[config.mk]
export PLATFORM = sky130hd
export DESIGN_NAME = lprb_light_proximity_register_bank
export DESIGN_NICKNAME = d
export VERILOG_FILES = /design/src/hw/lprb_light_proximity_register_bank.v
export VERILOG_INCLUDE_DIRS = /design/src /design/src/hw
export SDC_FILE = /design/constraint.sdc
export NUM_CORES = 1
export LEC_CHECK = 0
export BUFFER_PORTS_ARGS = -buffer_cell sky130_fd_sc_hd__clkbuf_2
export CAP_MARGIN = 25
export CORE_MARGIN = 5
export CORE_UTILIZATION = 42
export DETAILED_ROUTE_END_ITERATION = 8
export GPL_ROUTABILITY_DRIVEN = 1
export PLACE_DENSITY_LB_ADDON = 0.12
export SYNTH_ARGS = -nofsm -noshare
export SYNTH_HDL_FRONTEND = slang
export SYNTH_SLANG_ARGS = --single-unit
[constraint.sdc]
create_clock -name core_clk -period 2.3 [get_ports core_clk]
set_clock_uncertainty 0.2 [all_clocks]
set_input_delay 0.115 -clock core_clk [delete_from_list [all_inputs] [get_ports core_clk]]
set_output_delay 0.115 -clock core_clk [all_outputs]
set_load 0.01 [all_outputs]
[src/hw/lprb_regs.vh]
// register offsets, field positions and reset values of the light/proximity register bank
// included by the register bank module; definitions only
`ifndef LPRB_REGS_VH
`define LPRB_REGS_VH

`define LPRB_ADDR_W 8
`define LPRB_OFF_ANALOG_CONTROL 8'h0f
`define LPRB_OFF_SILICON_REVISION 8'h11
`define LPRB_OFF_PART_IDENTITY 8'h12
`define LPRB_OFF_DEVICE_STATUS 8'h13
`define LPRB_OFF_LIGHT_CH0_LOW 8'h14
`define LPRB_OFF_LIGHT_CH0_HIGH 8'h15
`define LPRB_OFF_LIGHT_CH1_LOW 8'h16
`define LPRB_OFF_LIGHT_CH1_HIGH 8'h17
`define LPRB_OFF_PROX_RESULT_LOW 8'h18
`define LPRB_OFF_PROX_RESULT_HIGH 8'h19
`define LPRB_OFF_PROX_OFFSET_COMP 8'h1e

`define LPRB_ANALOG_CONTROL_RST 8'h00
`define LPRB_STATUS_RST 8'h00
`define LPRB_RESULT_RST 16'h0000
`define LPRB_UNMAPPED_READ 8'h00

// analog control fields
`define LPRB_DRIVE_MSB 7
`define LPRB_DRIVE_LSB 6
`define LPRB_DIODE_MSB 5
`define LPRB_DIODE_LSB 4
`define LPRB_PROX_GAIN_SELECT_MSB 3
`define LPRB_PROX_GAIN_SELECT_LSB 2
`define LPRB_LIGHT_GAIN_SELECT_MSB 1
`define LPRB_LIGHT_GAIN_SELECT_LSB 0
`define LPRB_DIODE_RESERVED 2'b11
`define LPRB_DIODE_CH0 2'b01
`define LPRB_DIODE_CH1 2'b10
`define LPRB_FIELD_RST 2'b00
`define LPRB_SHADOW_RST 8'h00

// gain decodes
`define LPRB_PROX_GAIN_SELECT_X1 4'h1
`define LPRB_PROX_GAIN_SELECT_X2 4'h2
`define LPRB_PROX_GAIN_SELECT_X4 4'h4
`define LPRB_PROX_GAIN_SELECT_X8 4'h8
`define LPRB_LIGHT_GAIN_SELECT_X1 7'h01
`define LPRB_LIGHT_GAIN_SELECT_X8 7'h08
`define LPRB_LIGHT_GAIN_SELECT_X16 7'h10
`define LPRB_LIGHT_GAIN_SELECT_X120 7'h78

// status fields
`define LPRB_ST_PROX_SATURATED_FLAG 6
`define LPRB_ST_PROX_IRQ_FLAG 5
`define LPRB_ST_LIGHT_IRQ_FLAG 4
`define LPRB_ST_PROX_RESULT_READY 1
`define LPRB_ST_LIGHT_RESULT_READY 0

// revision fields
`define LPRB_REV_MSB 3
`define LPRB_REV_LSB 0
`define LPRB_REV_RSVD 4'h0

// offset fields
`define LPRB_OFS_SIGN 7
`define LPRB_OFS_MAG_MSB 6
`define LPRB_OFS_MAG_LSB 0

// drive strength in tenths of a percent, full and reduced (divided by nine)
`define LPRB_DRV_FULL 10'd1000
`define LPRB_DRV_DIVISOR 10'd9

`endif

[src/hw/lprb_light_proximity_register_bank.v]
// register bank of the light and proximity sensor, upper part of the map
// assumes an external serial front end giving byte reads/writes with auto-increment,
// and a measurement engine giving results and status events on plain ports
`timescale 1ns/1ps
`include "lprb_regs.vh"
`default_nettype none

module lprb_light_proximity_register_bank #(
    parameter [3:0] DIE_REVISION = 4'h1,     // arbitrary value
    parameter [7:0] PART_ID = 8'h5a,         // arbitrary value
    parameter [7:0] OFFSET_TRIM = 8'h00      // factory trim, plain default
) (
    input wire core_clk,
    input wire reset_n,
    input wire reg_wr,
    input wire reg_rd,
    input wire [`LPRB_ADDR_W-1:0] reg_addr,
    input wire [7:0] reg_wdata,
    input wire reduced_drive_bit,
    input wire prox_enable_bit,
    input wire light_enable_bit,
    input wire light_ch0_done,
    input wire [15:0] light_ch0_value,
    input wire light_ch1_done,
    input wire [15:0] light_ch1_value,
    input wire prox_done,
    input wire [15:0] prox_value,
    input wire prox_saturated_in,
    input wire prox_irq_active,
    input wire light_irq_active,
    output reg [7:0] reg_rdata,
    output reg [1:0] led_drive_strength,
    output reg [1:0] prox_diode_select,
    output reg [1:0] prox_gain_select,
    output reg [1:0] light_gain_select,
    output reg [9:0] led_drive_permille,
    output reg [3:0] prox_gain_factor,
    output reg [6:0] light_gain_factor,
    output reg diode_ch0_connect,
    output reg diode_ch1_connect,
    output reg offset_sign_positive,
    output reg [6:0] offset_magnitude
);

    reg [7:0] analog_control;
    reg [7:0] prox_offset_comp;
    reg prox_saturated_flag;
    reg prox_result_ready;
    reg light_result_ready;
    reg [15:0] light_ch0_data;
    reg [15:0] light_ch1_data;
    reg [15:0] prox_data;
    reg [7:0] light_ch0_shadow;
    reg [7:0] light_ch1_shadow;
    reg [7:0] prox_shadow;
    reg [7:0] next_rdata;
    reg [7:0] next_control;
    wire [7:0] device_status;
    // control field codes and decoded accesses
    wire [1:0] drive_code;
    wire [1:0] diode_code;
    wire [1:0] prox_gain_select_code;
    wire [1:0] light_gain_select_code;
    wire wr_control;
    wire wr_offset;
    wire rd_ch0_low;
    wire rd_ch1_low;
    wire rd_prox_low;

    // drive percentage in tenths: halves per code step, divided by nine when reduced
    function [9:0] drive_permille;
        input [1:0] code;
        input reduced;
        reg [9:0] base;
        begin
            base = `LPRB_DRV_FULL >> code;
            drive_permille = reduced ? (base / `LPRB_DRV_DIVISOR) : base;
        end
    endfunction

    function [6:0] light_gain_of;
        input [1:0] code;
        begin
            case (code)
                2'b00: light_gain_of = `LPRB_LIGHT_GAIN_SELECT_X1;
                2'b01: light_gain_of = `LPRB_LIGHT_GAIN_SELECT_X8;
                2'b10: light_gain_of = `LPRB_LIGHT_GAIN_SELECT_X16;
                default: light_gain_of = `LPRB_LIGHT_GAIN_SELECT_X120;
            endcase
        end
    endfunction

    // proximity gain doubles per code step
    function [3:0] prox_gain_of;
        input [1:0] code;
        begin
            case (code)
                2'b00: prox_gain_of = `LPRB_PROX_GAIN_SELECT_X1;
                2'b01: prox_gain_of = `LPRB_PROX_GAIN_SELECT_X2;
                2'b10: prox_gain_of = `LPRB_PROX_GAIN_SELECT_X4;
                default: prox_gain_of = `LPRB_PROX_GAIN_SELECT_X8;
            endcase
        end
    endfunction

    // one decoded access: strobe high and address matching
    function hit;
        input strobe;
        input [`LPRB_ADDR_W-1:0] addr;
        input [`LPRB_ADDR_W-1:0] target;
        begin
            hit = strobe && (addr == target);
        end
    endfunction

    assign device_status = {1'b0, prox_saturated_flag, prox_irq_active, light_irq_active,
                            2'b00, prox_result_ready, light_result_ready};

    // field slices and access strobes
    assign drive_code = analog_control[`LPRB_DRIVE_MSB:`LPRB_DRIVE_LSB];
    assign diode_code = analog_control[`LPRB_DIODE_MSB:`LPRB_DIODE_LSB];
    assign prox_gain_select_code = analog_control[`LPRB_PROX_GAIN_SELECT_MSB:`LPRB_PROX_GAIN_SELECT_LSB];
    assign light_gain_select_code = analog_control[`LPRB_LIGHT_GAIN_SELECT_MSB:`LPRB_LIGHT_GAIN_SELECT_LSB];
    assign wr_control = hit(reg_wr, reg_addr, `LPRB_OFF_ANALOG_CONTROL);
    assign wr_offset = hit(reg_wr, reg_addr, `LPRB_OFF_PROX_OFFSET_COMP);
    assign rd_ch0_low = hit(reg_rd, reg_addr, `LPRB_OFF_LIGHT_CH0_LOW);
    assign rd_ch1_low = hit(reg_rd, reg_addr, `LPRB_OFF_LIGHT_CH1_LOW);
    assign rd_prox_low = hit(reg_rd, reg_addr, `LPRB_OFF_PROX_RESULT_LOW);

    // a reserved diode code keeps the previous selection
    always @* begin
        next_control = reg_wdata;
        if (reg_wdata[`LPRB_DIODE_MSB:`LPRB_DIODE_LSB] == `LPRB_DIODE_RESERVED) begin
            next_control[`LPRB_DIODE_MSB:`LPRB_DIODE_LSB] =
                analog_control[`LPRB_DIODE_MSB:`LPRB_DIODE_LSB];
        end
    end

    // read data multiplexer; high bytes return the shadows
    always @* begin
        case (reg_addr)
            `LPRB_OFF_ANALOG_CONTROL: next_rdata = analog_control;
            `LPRB_OFF_SILICON_REVISION: next_rdata = {`LPRB_REV_RSVD, DIE_REVISION};
            `LPRB_OFF_PART_IDENTITY: next_rdata = PART_ID;
            `LPRB_OFF_DEVICE_STATUS: next_rdata = device_status;
            `LPRB_OFF_LIGHT_CH0_LOW: next_rdata = light_ch0_data[7:0];
            `LPRB_OFF_LIGHT_CH0_HIGH: next_rdata = light_ch0_shadow;
            `LPRB_OFF_LIGHT_CH1_LOW: next_rdata = light_ch1_data[7:0];
            `LPRB_OFF_LIGHT_CH1_HIGH: next_rdata = light_ch1_shadow;
            `LPRB_OFF_PROX_RESULT_LOW: next_rdata = prox_data[7:0];
            `LPRB_OFF_PROX_RESULT_HIGH: next_rdata = prox_shadow;
            `LPRB_OFF_PROX_OFFSET_COMP: next_rdata = prox_offset_comp;
            default: next_rdata = `LPRB_UNMAPPED_READ;
        endcase
    end

    // register writes; read data stands until the next read
    always @(posedge core_clk) begin
        if (!reset_n) begin
            analog_control <= `LPRB_ANALOG_CONTROL_RST;
            prox_offset_comp <= OFFSET_TRIM;
            reg_rdata <= `LPRB_UNMAPPED_READ;
        end else begin
            if (wr_control) begin
                analog_control <= next_control;
            end
            if (wr_offset) begin
                prox_offset_comp <= reg_wdata;
            end
            if (reg_rd) begin
                reg_rdata <= next_rdata;
            end
        end
    end

    // status flags: set by engine events, enable drop clears valid and wins over a done pulse
    always @(posedge core_clk) begin
        if (!reset_n) begin
            prox_saturated_flag <= 1'b0;
            prox_result_ready <= 1'b0;
            light_result_ready <= 1'b0;
        end else begin
            if (prox_done) begin
                prox_saturated_flag <= prox_saturated_in;
            end
            if (prox_done && prox_enable_bit) begin
                prox_result_ready <= 1'b1;
            end else if (!prox_enable_bit) begin
                prox_result_ready <= 1'b0;
            end
            if (light_ch0_done && light_enable_bit) begin
                light_result_ready <= 1'b1;
            end else if (!light_enable_bit) begin
                light_result_ready <= 1'b0;
            end
        end
    end

    // result registers load with their done pulse
    always @(posedge core_clk) begin
        if (!reset_n) begin
            light_ch0_data <= `LPRB_RESULT_RST;
            light_ch1_data <= `LPRB_RESULT_RST;
            prox_data <= `LPRB_RESULT_RST;
        end else begin
            if (light_ch0_done) begin
                light_ch0_data <= light_ch0_value;
            end
            if (light_ch1_done) begin
                light_ch1_data <= light_ch1_value;
            end
            if (prox_done) begin
                prox_data <= prox_value;
            end
        end
    end

    // one shadow per result: the high byte freezes at the low-byte read,
    // so a conversion ending between the two reads cannot tear the value
    always @(posedge core_clk) begin
        if (!reset_n) begin
            light_ch0_shadow <= `LPRB_SHADOW_RST;
            light_ch1_shadow <= `LPRB_SHADOW_RST;
            prox_shadow <= `LPRB_SHADOW_RST;
        end else begin
            if (rd_ch0_low) begin
                light_ch0_shadow <= light_ch0_data[15:8];
            end
            if (rd_ch1_low) begin
                light_ch1_shadow <= light_ch1_data[15:8];
            end
            if (rd_prox_low) begin
                prox_shadow <= prox_data[15:8];
            end
        end
    end

    // registered copies of the control fields
    always @(posedge core_clk) begin
        if (!reset_n) begin
            led_drive_strength <= `LPRB_FIELD_RST;
            prox_diode_select <= `LPRB_FIELD_RST;
            prox_gain_select <= `LPRB_FIELD_RST;
            light_gain_select <= `LPRB_FIELD_RST;
        end else begin
            led_drive_strength <= drive_code;
            prox_diode_select <= diode_code;
            prox_gain_select <= prox_gain_select_code;
            light_gain_select <= light_gain_select_code;
        end
    end

    // decoded drive, gains and diode connections; a reserved diode code never gets here
    always @(posedge core_clk) begin
        if (!reset_n) begin
            led_drive_permille <= `LPRB_DRV_FULL;
            prox_gain_factor <= `LPRB_PROX_GAIN_SELECT_X1;
            light_gain_factor <= `LPRB_LIGHT_GAIN_SELECT_X1;
            diode_ch0_connect <= 1'b0;
            diode_ch1_connect <= 1'b0;
        end else begin
            led_drive_permille <= drive_permille(drive_code, reduced_drive_bit);
            prox_gain_factor <= prox_gain_of(prox_gain_select_code);
            light_gain_factor <= light_gain_of(light_gain_select_code);
            diode_ch0_connect <= (diode_code == `LPRB_DIODE_CH0);
            diode_ch1_connect <= (diode_code == `LPRB_DIODE_CH1);
        end
    end

    // offset fields; reset shows the factory trim at once, as the register does
    always @(posedge core_clk) begin
        if (!reset_n) begin
            offset_sign_positive <= OFFSET_TRIM[`LPRB_OFS_SIGN];
            offset_magnitude <= OFFSET_TRIM[`LPRB_OFS_MAG_MSB:`LPRB_OFS_MAG_LSB];
        end else begin
            offset_sign_positive <= prox_offset_comp[`LPRB_OFS_SIGN];
            offset_magnitude <= prox_offset_comp[`LPRB_OFS_MAG_MSB:`LPRB_OFS_MAG_LSB];
        end
    end

endmodule // lprb_light_proximity_register_bank

`default_nettype wire

* After elaboration in Yosys (flattened, before gate mapping) *
Index checks and enable logic that the tools add are counted.

operators by class
  divide/modulo/power cells = 1
  equal/unequal tests = 20
  shift-type cells = 1
  multiplexer cells = 8
  bitwise logic cells = 1
  reduce and logical (&&, ||, !) cells = 10

operator list
  operator                                                                 number
  8-bit one-hot mux with 11 select lines                                   1
  8-bit by 5-bit == test with 1-bit output, second input constant          10
  7-bit one-hot mux with 3 select lines                                    1
  4-bit one-hot mux with 3 select lines                                    1
  10-bit by 4-bit divider with 10-bit output, second input constant        1
  10-bit two-way mux                                                       1
  10-bit by 2-bit right shift with 10-bit output, first input constant     1
  2-bit == test, second input constant                                     4
  8-bit by 4-bit == test with 1-bit output, second input constant          1
  1-bit logical AND                                                        7
  2-bit by 1-bit == test with 1-bit output, second input constant          3
  2-bit logical NOT                                                        2
  1-bit two-way mux                                                        4
  2-bit by 1-bit inequality test with 1-bit output, second input constant  2
  2-bit AND reduction                                                      1
  1-bit inverter                                                           1

word-level totals
  register bits after elaboration = 138
  input port bits = 77
  output and inout port bits = 47
  word-level logic and storage cells = 65

* Logic depth before layout (Yosys ltp) *
  depth after elaboration = 3
  mapped depth = 8
  gate-level depth less buffers = 5

* Worst setup path after synthesis *
Ideal clock, no wire load.

  path type = input port to flip-flop
  start = input port reg_addr[1]
  end = register prox_offset_comp[0]
  setup time = 0.128 ns
  arrival time = 1.667 ns
  data required time = 1.972 ns
  setup slack = 0.305 ns
  stages = 8
  path buffers = 3
  cells stage by stage = buf_6 -> or3b_1 -> buf_2 -> or3_4 -> or3_1 -> buf_6 -> mux2i_1 -> nor2_1

on the way
  cells in the longest elaborated chain, start to end = 2

RTL lines
  item                                      line                                      source
  start, declared                           lprb_light_proximity_register_bank.v:17   input wire [`LPRB_ADDR_W-1:0] reg_addr,
  8-bit by 5-bit == test with 1-bit output  lprb_light_proximity_register_bank.v:112  hit = strobe && (addr == target);
  1-bit logical AND                         lprb_light_proximity_register_bank.v:112
  end signal, assigned                      lprb_light_proximity_register_bank.v:168  prox_offset_comp <= reg_wdata;
  end, declared                             lprb_light_proximity_register_bank.v:46   reg [7:0] prox_offset_comp;

No other way between the ends.
A chain may end at the register's enable or synchronous reset.

* Worst setup path after layout *
  start = input port reg_addr[5]
  end = register prox_offset_comp[3]

Same word-level chain as after synthesis.

==> metrics.csv <==
metric;value;unit
Synth area leaders;dfxtp_1 (51%), mux2i_1 (19%), nor2_1 (7.5%);
Power Dens Cells;754.0;nW/um^2
fin cells;907;
Core Util, Final;0.5883;
Placement Cell Area;6112;sq um
fraction of registers with async set/reset;0;
area grow syn2layout;38.31;%
Hold Startpoint;reg_addr[6];
reg-to-reg startpoint;light_ch1_shadow[3];
post-synthesis cell count;536;
Max Slew Vio Count;0;
Die Width;122.6;um
core area;12520;sq um
cell with the most instances after synthesis;dfxtp_1;
root buf cell;clkbuf_16;
initial drt markers;227;
DR vias/cell;4.785;
post-route ant nets;0;
largest net degree at the start of global routing;72;
CTS tree;built;
clk sink count;135;
Tmin final;2.145;ns
antenna diode count;0;
Inst Count DP;810;
First-pass DRT Iterations;4;
Detailed Place HPWL;9736;um
final setup vio count;0;
Synth top area share;0.5076;
Max Cap Violations;0;
r2r endpoint;reg_rdata[3];
Pleak;3.480;nW
antenna violations before repair;0;
Hold Fails Final Rpt;0;
Max H-tree Level;4;
Pwr Total;5.552;mW
final WL;13570;um
R2R depth;4;
Max FO, Critical Path;8;
Mean Syn Cell Area;9.933;sq um
# rows;41;
Die Area;15030;sq um
Setup Crit Path Kind;in -> reg;
DR WL/cell;14.96;um
EDFF count, synth;0;
Final #Nets;805;
Die Y-Extent;122.6;um
share of layout cells above drive strength 1;0.2395;
worst hold slack;0.08760;ns
post-cts gate resize count;0;
area leader, netlist;dfxtp_1;
Mapped Area;5324;sq um
FILL cells;1112;
Ys Warns;0;
CP Launch Type;input port;
worst setup margin;0.1550;ns
Hold Path Class;in -> reg;
crit-path cells;dlygate4sd3_1, clkbuf_2, nand2b_1, or3_4, or3_1, mux2i_1, nor2_1;
Initial Utilization;0.4253;
total CTS buffers;17;
first-pass GRT wire length;21780;um
Post-Route Setup TNS;0;ns
most used flip-flop cell after synthesis;dfxtp_1;
Final GP Congestion;0.8460;
CP endpoint kind;flop;
register area;2703;sq um
aggregate global routing overflow;0;
Final Cycle Share;0.9326;
Worst R2R Setup Slack;0.52;ns
Max stage delay on crit path;0.57;ns
Worst setup startpoint;reg_addr[5];
GRT Util Overall;0.1901;
Worst Tran Pin Value;0.5706;ns
RSZ-0062 raised after global routing;false;
Worst-Skew Late Latency;0.43;ns
CTS clock-pin slew for the worst setup and hold paths;0.05;ns
number of I/O port buffers;121;
Max-slew headroom;0.6196;
vias;4340;
WP data arrival;2.24;ns
Max VDD drop;440.4;uV
number of placed I/O pins;124;
design area;7363;sq um
DRC;0;
area of the multi-input gates;2430;sq um
Post-synth top cells;dfxtp_1 (135), nor2_1 (106), mux2i_1 (99);
synth unique cells;50;
sequential area share after synthesis;0.5076;
Critical Path RT;2.40;ns
vias in the first global route;4222;
Max clock buf depth;2;
Max stage delay cell, worst path;dlygate4sd3_1;
FMAX;466.2;MHz
CP endpoint;prox_offset_comp[3];
DP Worst Slack;0.1204;ns
#FFs+latches synth;135;
status;finished, final reports clean;
-- critical path, delay by kind of cell --
kind / cells / cell delay [ns]
buffers and inverters: 2 / 0.73
multiplexers: 1 / 0.25
AND/OR/NAND/NOR: 4 / 1.14
-- layer usage --
metal	routed length, um	up-vias	global-route usage	part of all wire
li1	-	2224	-	-
met1	6181	1995	0.2415	0.46
met2	6614	117	0.3099	0.49
met3	719	4	0.05622	0.053
met4	55	0	0.06298	0.0041
met5	0	-	0	0
-- what timing repair did --
action                    4_1_cts  5_1_grt
setup buffers                   0        0
hold buffers                   65        0
hold endpoints to repair       89        0
-- cell type report --
type                       instances  area share
inverter                           9    0.004588
timing repair buffer             201      0.1876
sequential                       135      0.3670
tap                              172     0.02923
multi-input combinational        358      0.3300
clock buffer                      23     0.06491
clock inverter                     9     0.01665
-- report_power, final --
group	switching, mW	internal [mW]	leakage [nW]
Combinational	0.195	0.217	2.08
Sequential	0.0313	2.40	1.10
Clock	0.930	1.78	0.297
-- layout by cell type (no fill, tap or decap), types with 2 or more instances in the layout --
cell and n:
a211oi_1 5, a21oi_1 9, a221oi_1 2, a22o_1 2, a22oi_1 7, a32oi_1 2
and2_1 16, and3_1 4, and3b_1 3, buf_4 14, bufinv_16 3, clkbuf_1 3
clkbuf_16 17, clkbuf_2 121, clkbuf_8 3, clkinv_2 5, conb_1 2, dfxtp_1 135
dlygate4sd3_1 65, ha_1 6, inv_1 8, mux2_2 3, mux2i_1 99, mux4_2 2
nand2_1 17, nand2b_1 4, nand3_1 9, nand3b_1 3, nor2_1 106, nor2b_1 8
nor3_1 6, nor3b_1 2, nor4_1 3, o211a_1 2, o21ai_0 14, o22ai_1 3
or3_1 3
-- logic make-up (layout without fill, tap and decap cells) --
| group | count (synthesis) | after routing | synth area share |
|---|---|---|---|
| buffers and inverters | 44 | 242 | 0.03666 |
| other | 1 | 2 | 0.0007044 |
| AO/OA/AOI/OAI | 54 | 54 | 0.06887 |
| adder cells (fa/ha/maj) | 6 | 6 | 0.01410 |
| flip-flops | 135 | 135 | 0.5076 |
| AND/OR/NAND/NOR | 191 | 191 | 0.1694 |
| multiplexers | 104 | 104 | 0.2009 |
| XOR/XNOR | 1 | 1 | 0.001645 |
-- worst min path at each step --
stage	end	slack, ns	depth (start not counted)
floorplan	led_drive_permille[8]	0.04	1
detailed placement	prox_result_ready	0.14	2
global placement	prox_result_ready	0.14	2
global route	analog_control[2]	0.11	4
finish	reg_rdata[4]	0.09	5
CTS	reg_rdata[2]	0.06	3
-- state kept, by name (all words and copies together) (netlist names), 4 cells and up --
register,count
light_ch1_data,16
offset_magnitude,7
prox_data,16
light_ch1_shadow,8
light_gain_factor,4
prox_gain_factor,4
led_drive_permille,10
reg_rdata,8
light_ch0_data,16
prox_shadow,8
prox_offset_comp,8
analog_control,8
light_ch0_shadow,8
(Power assumes the default switching activity.)
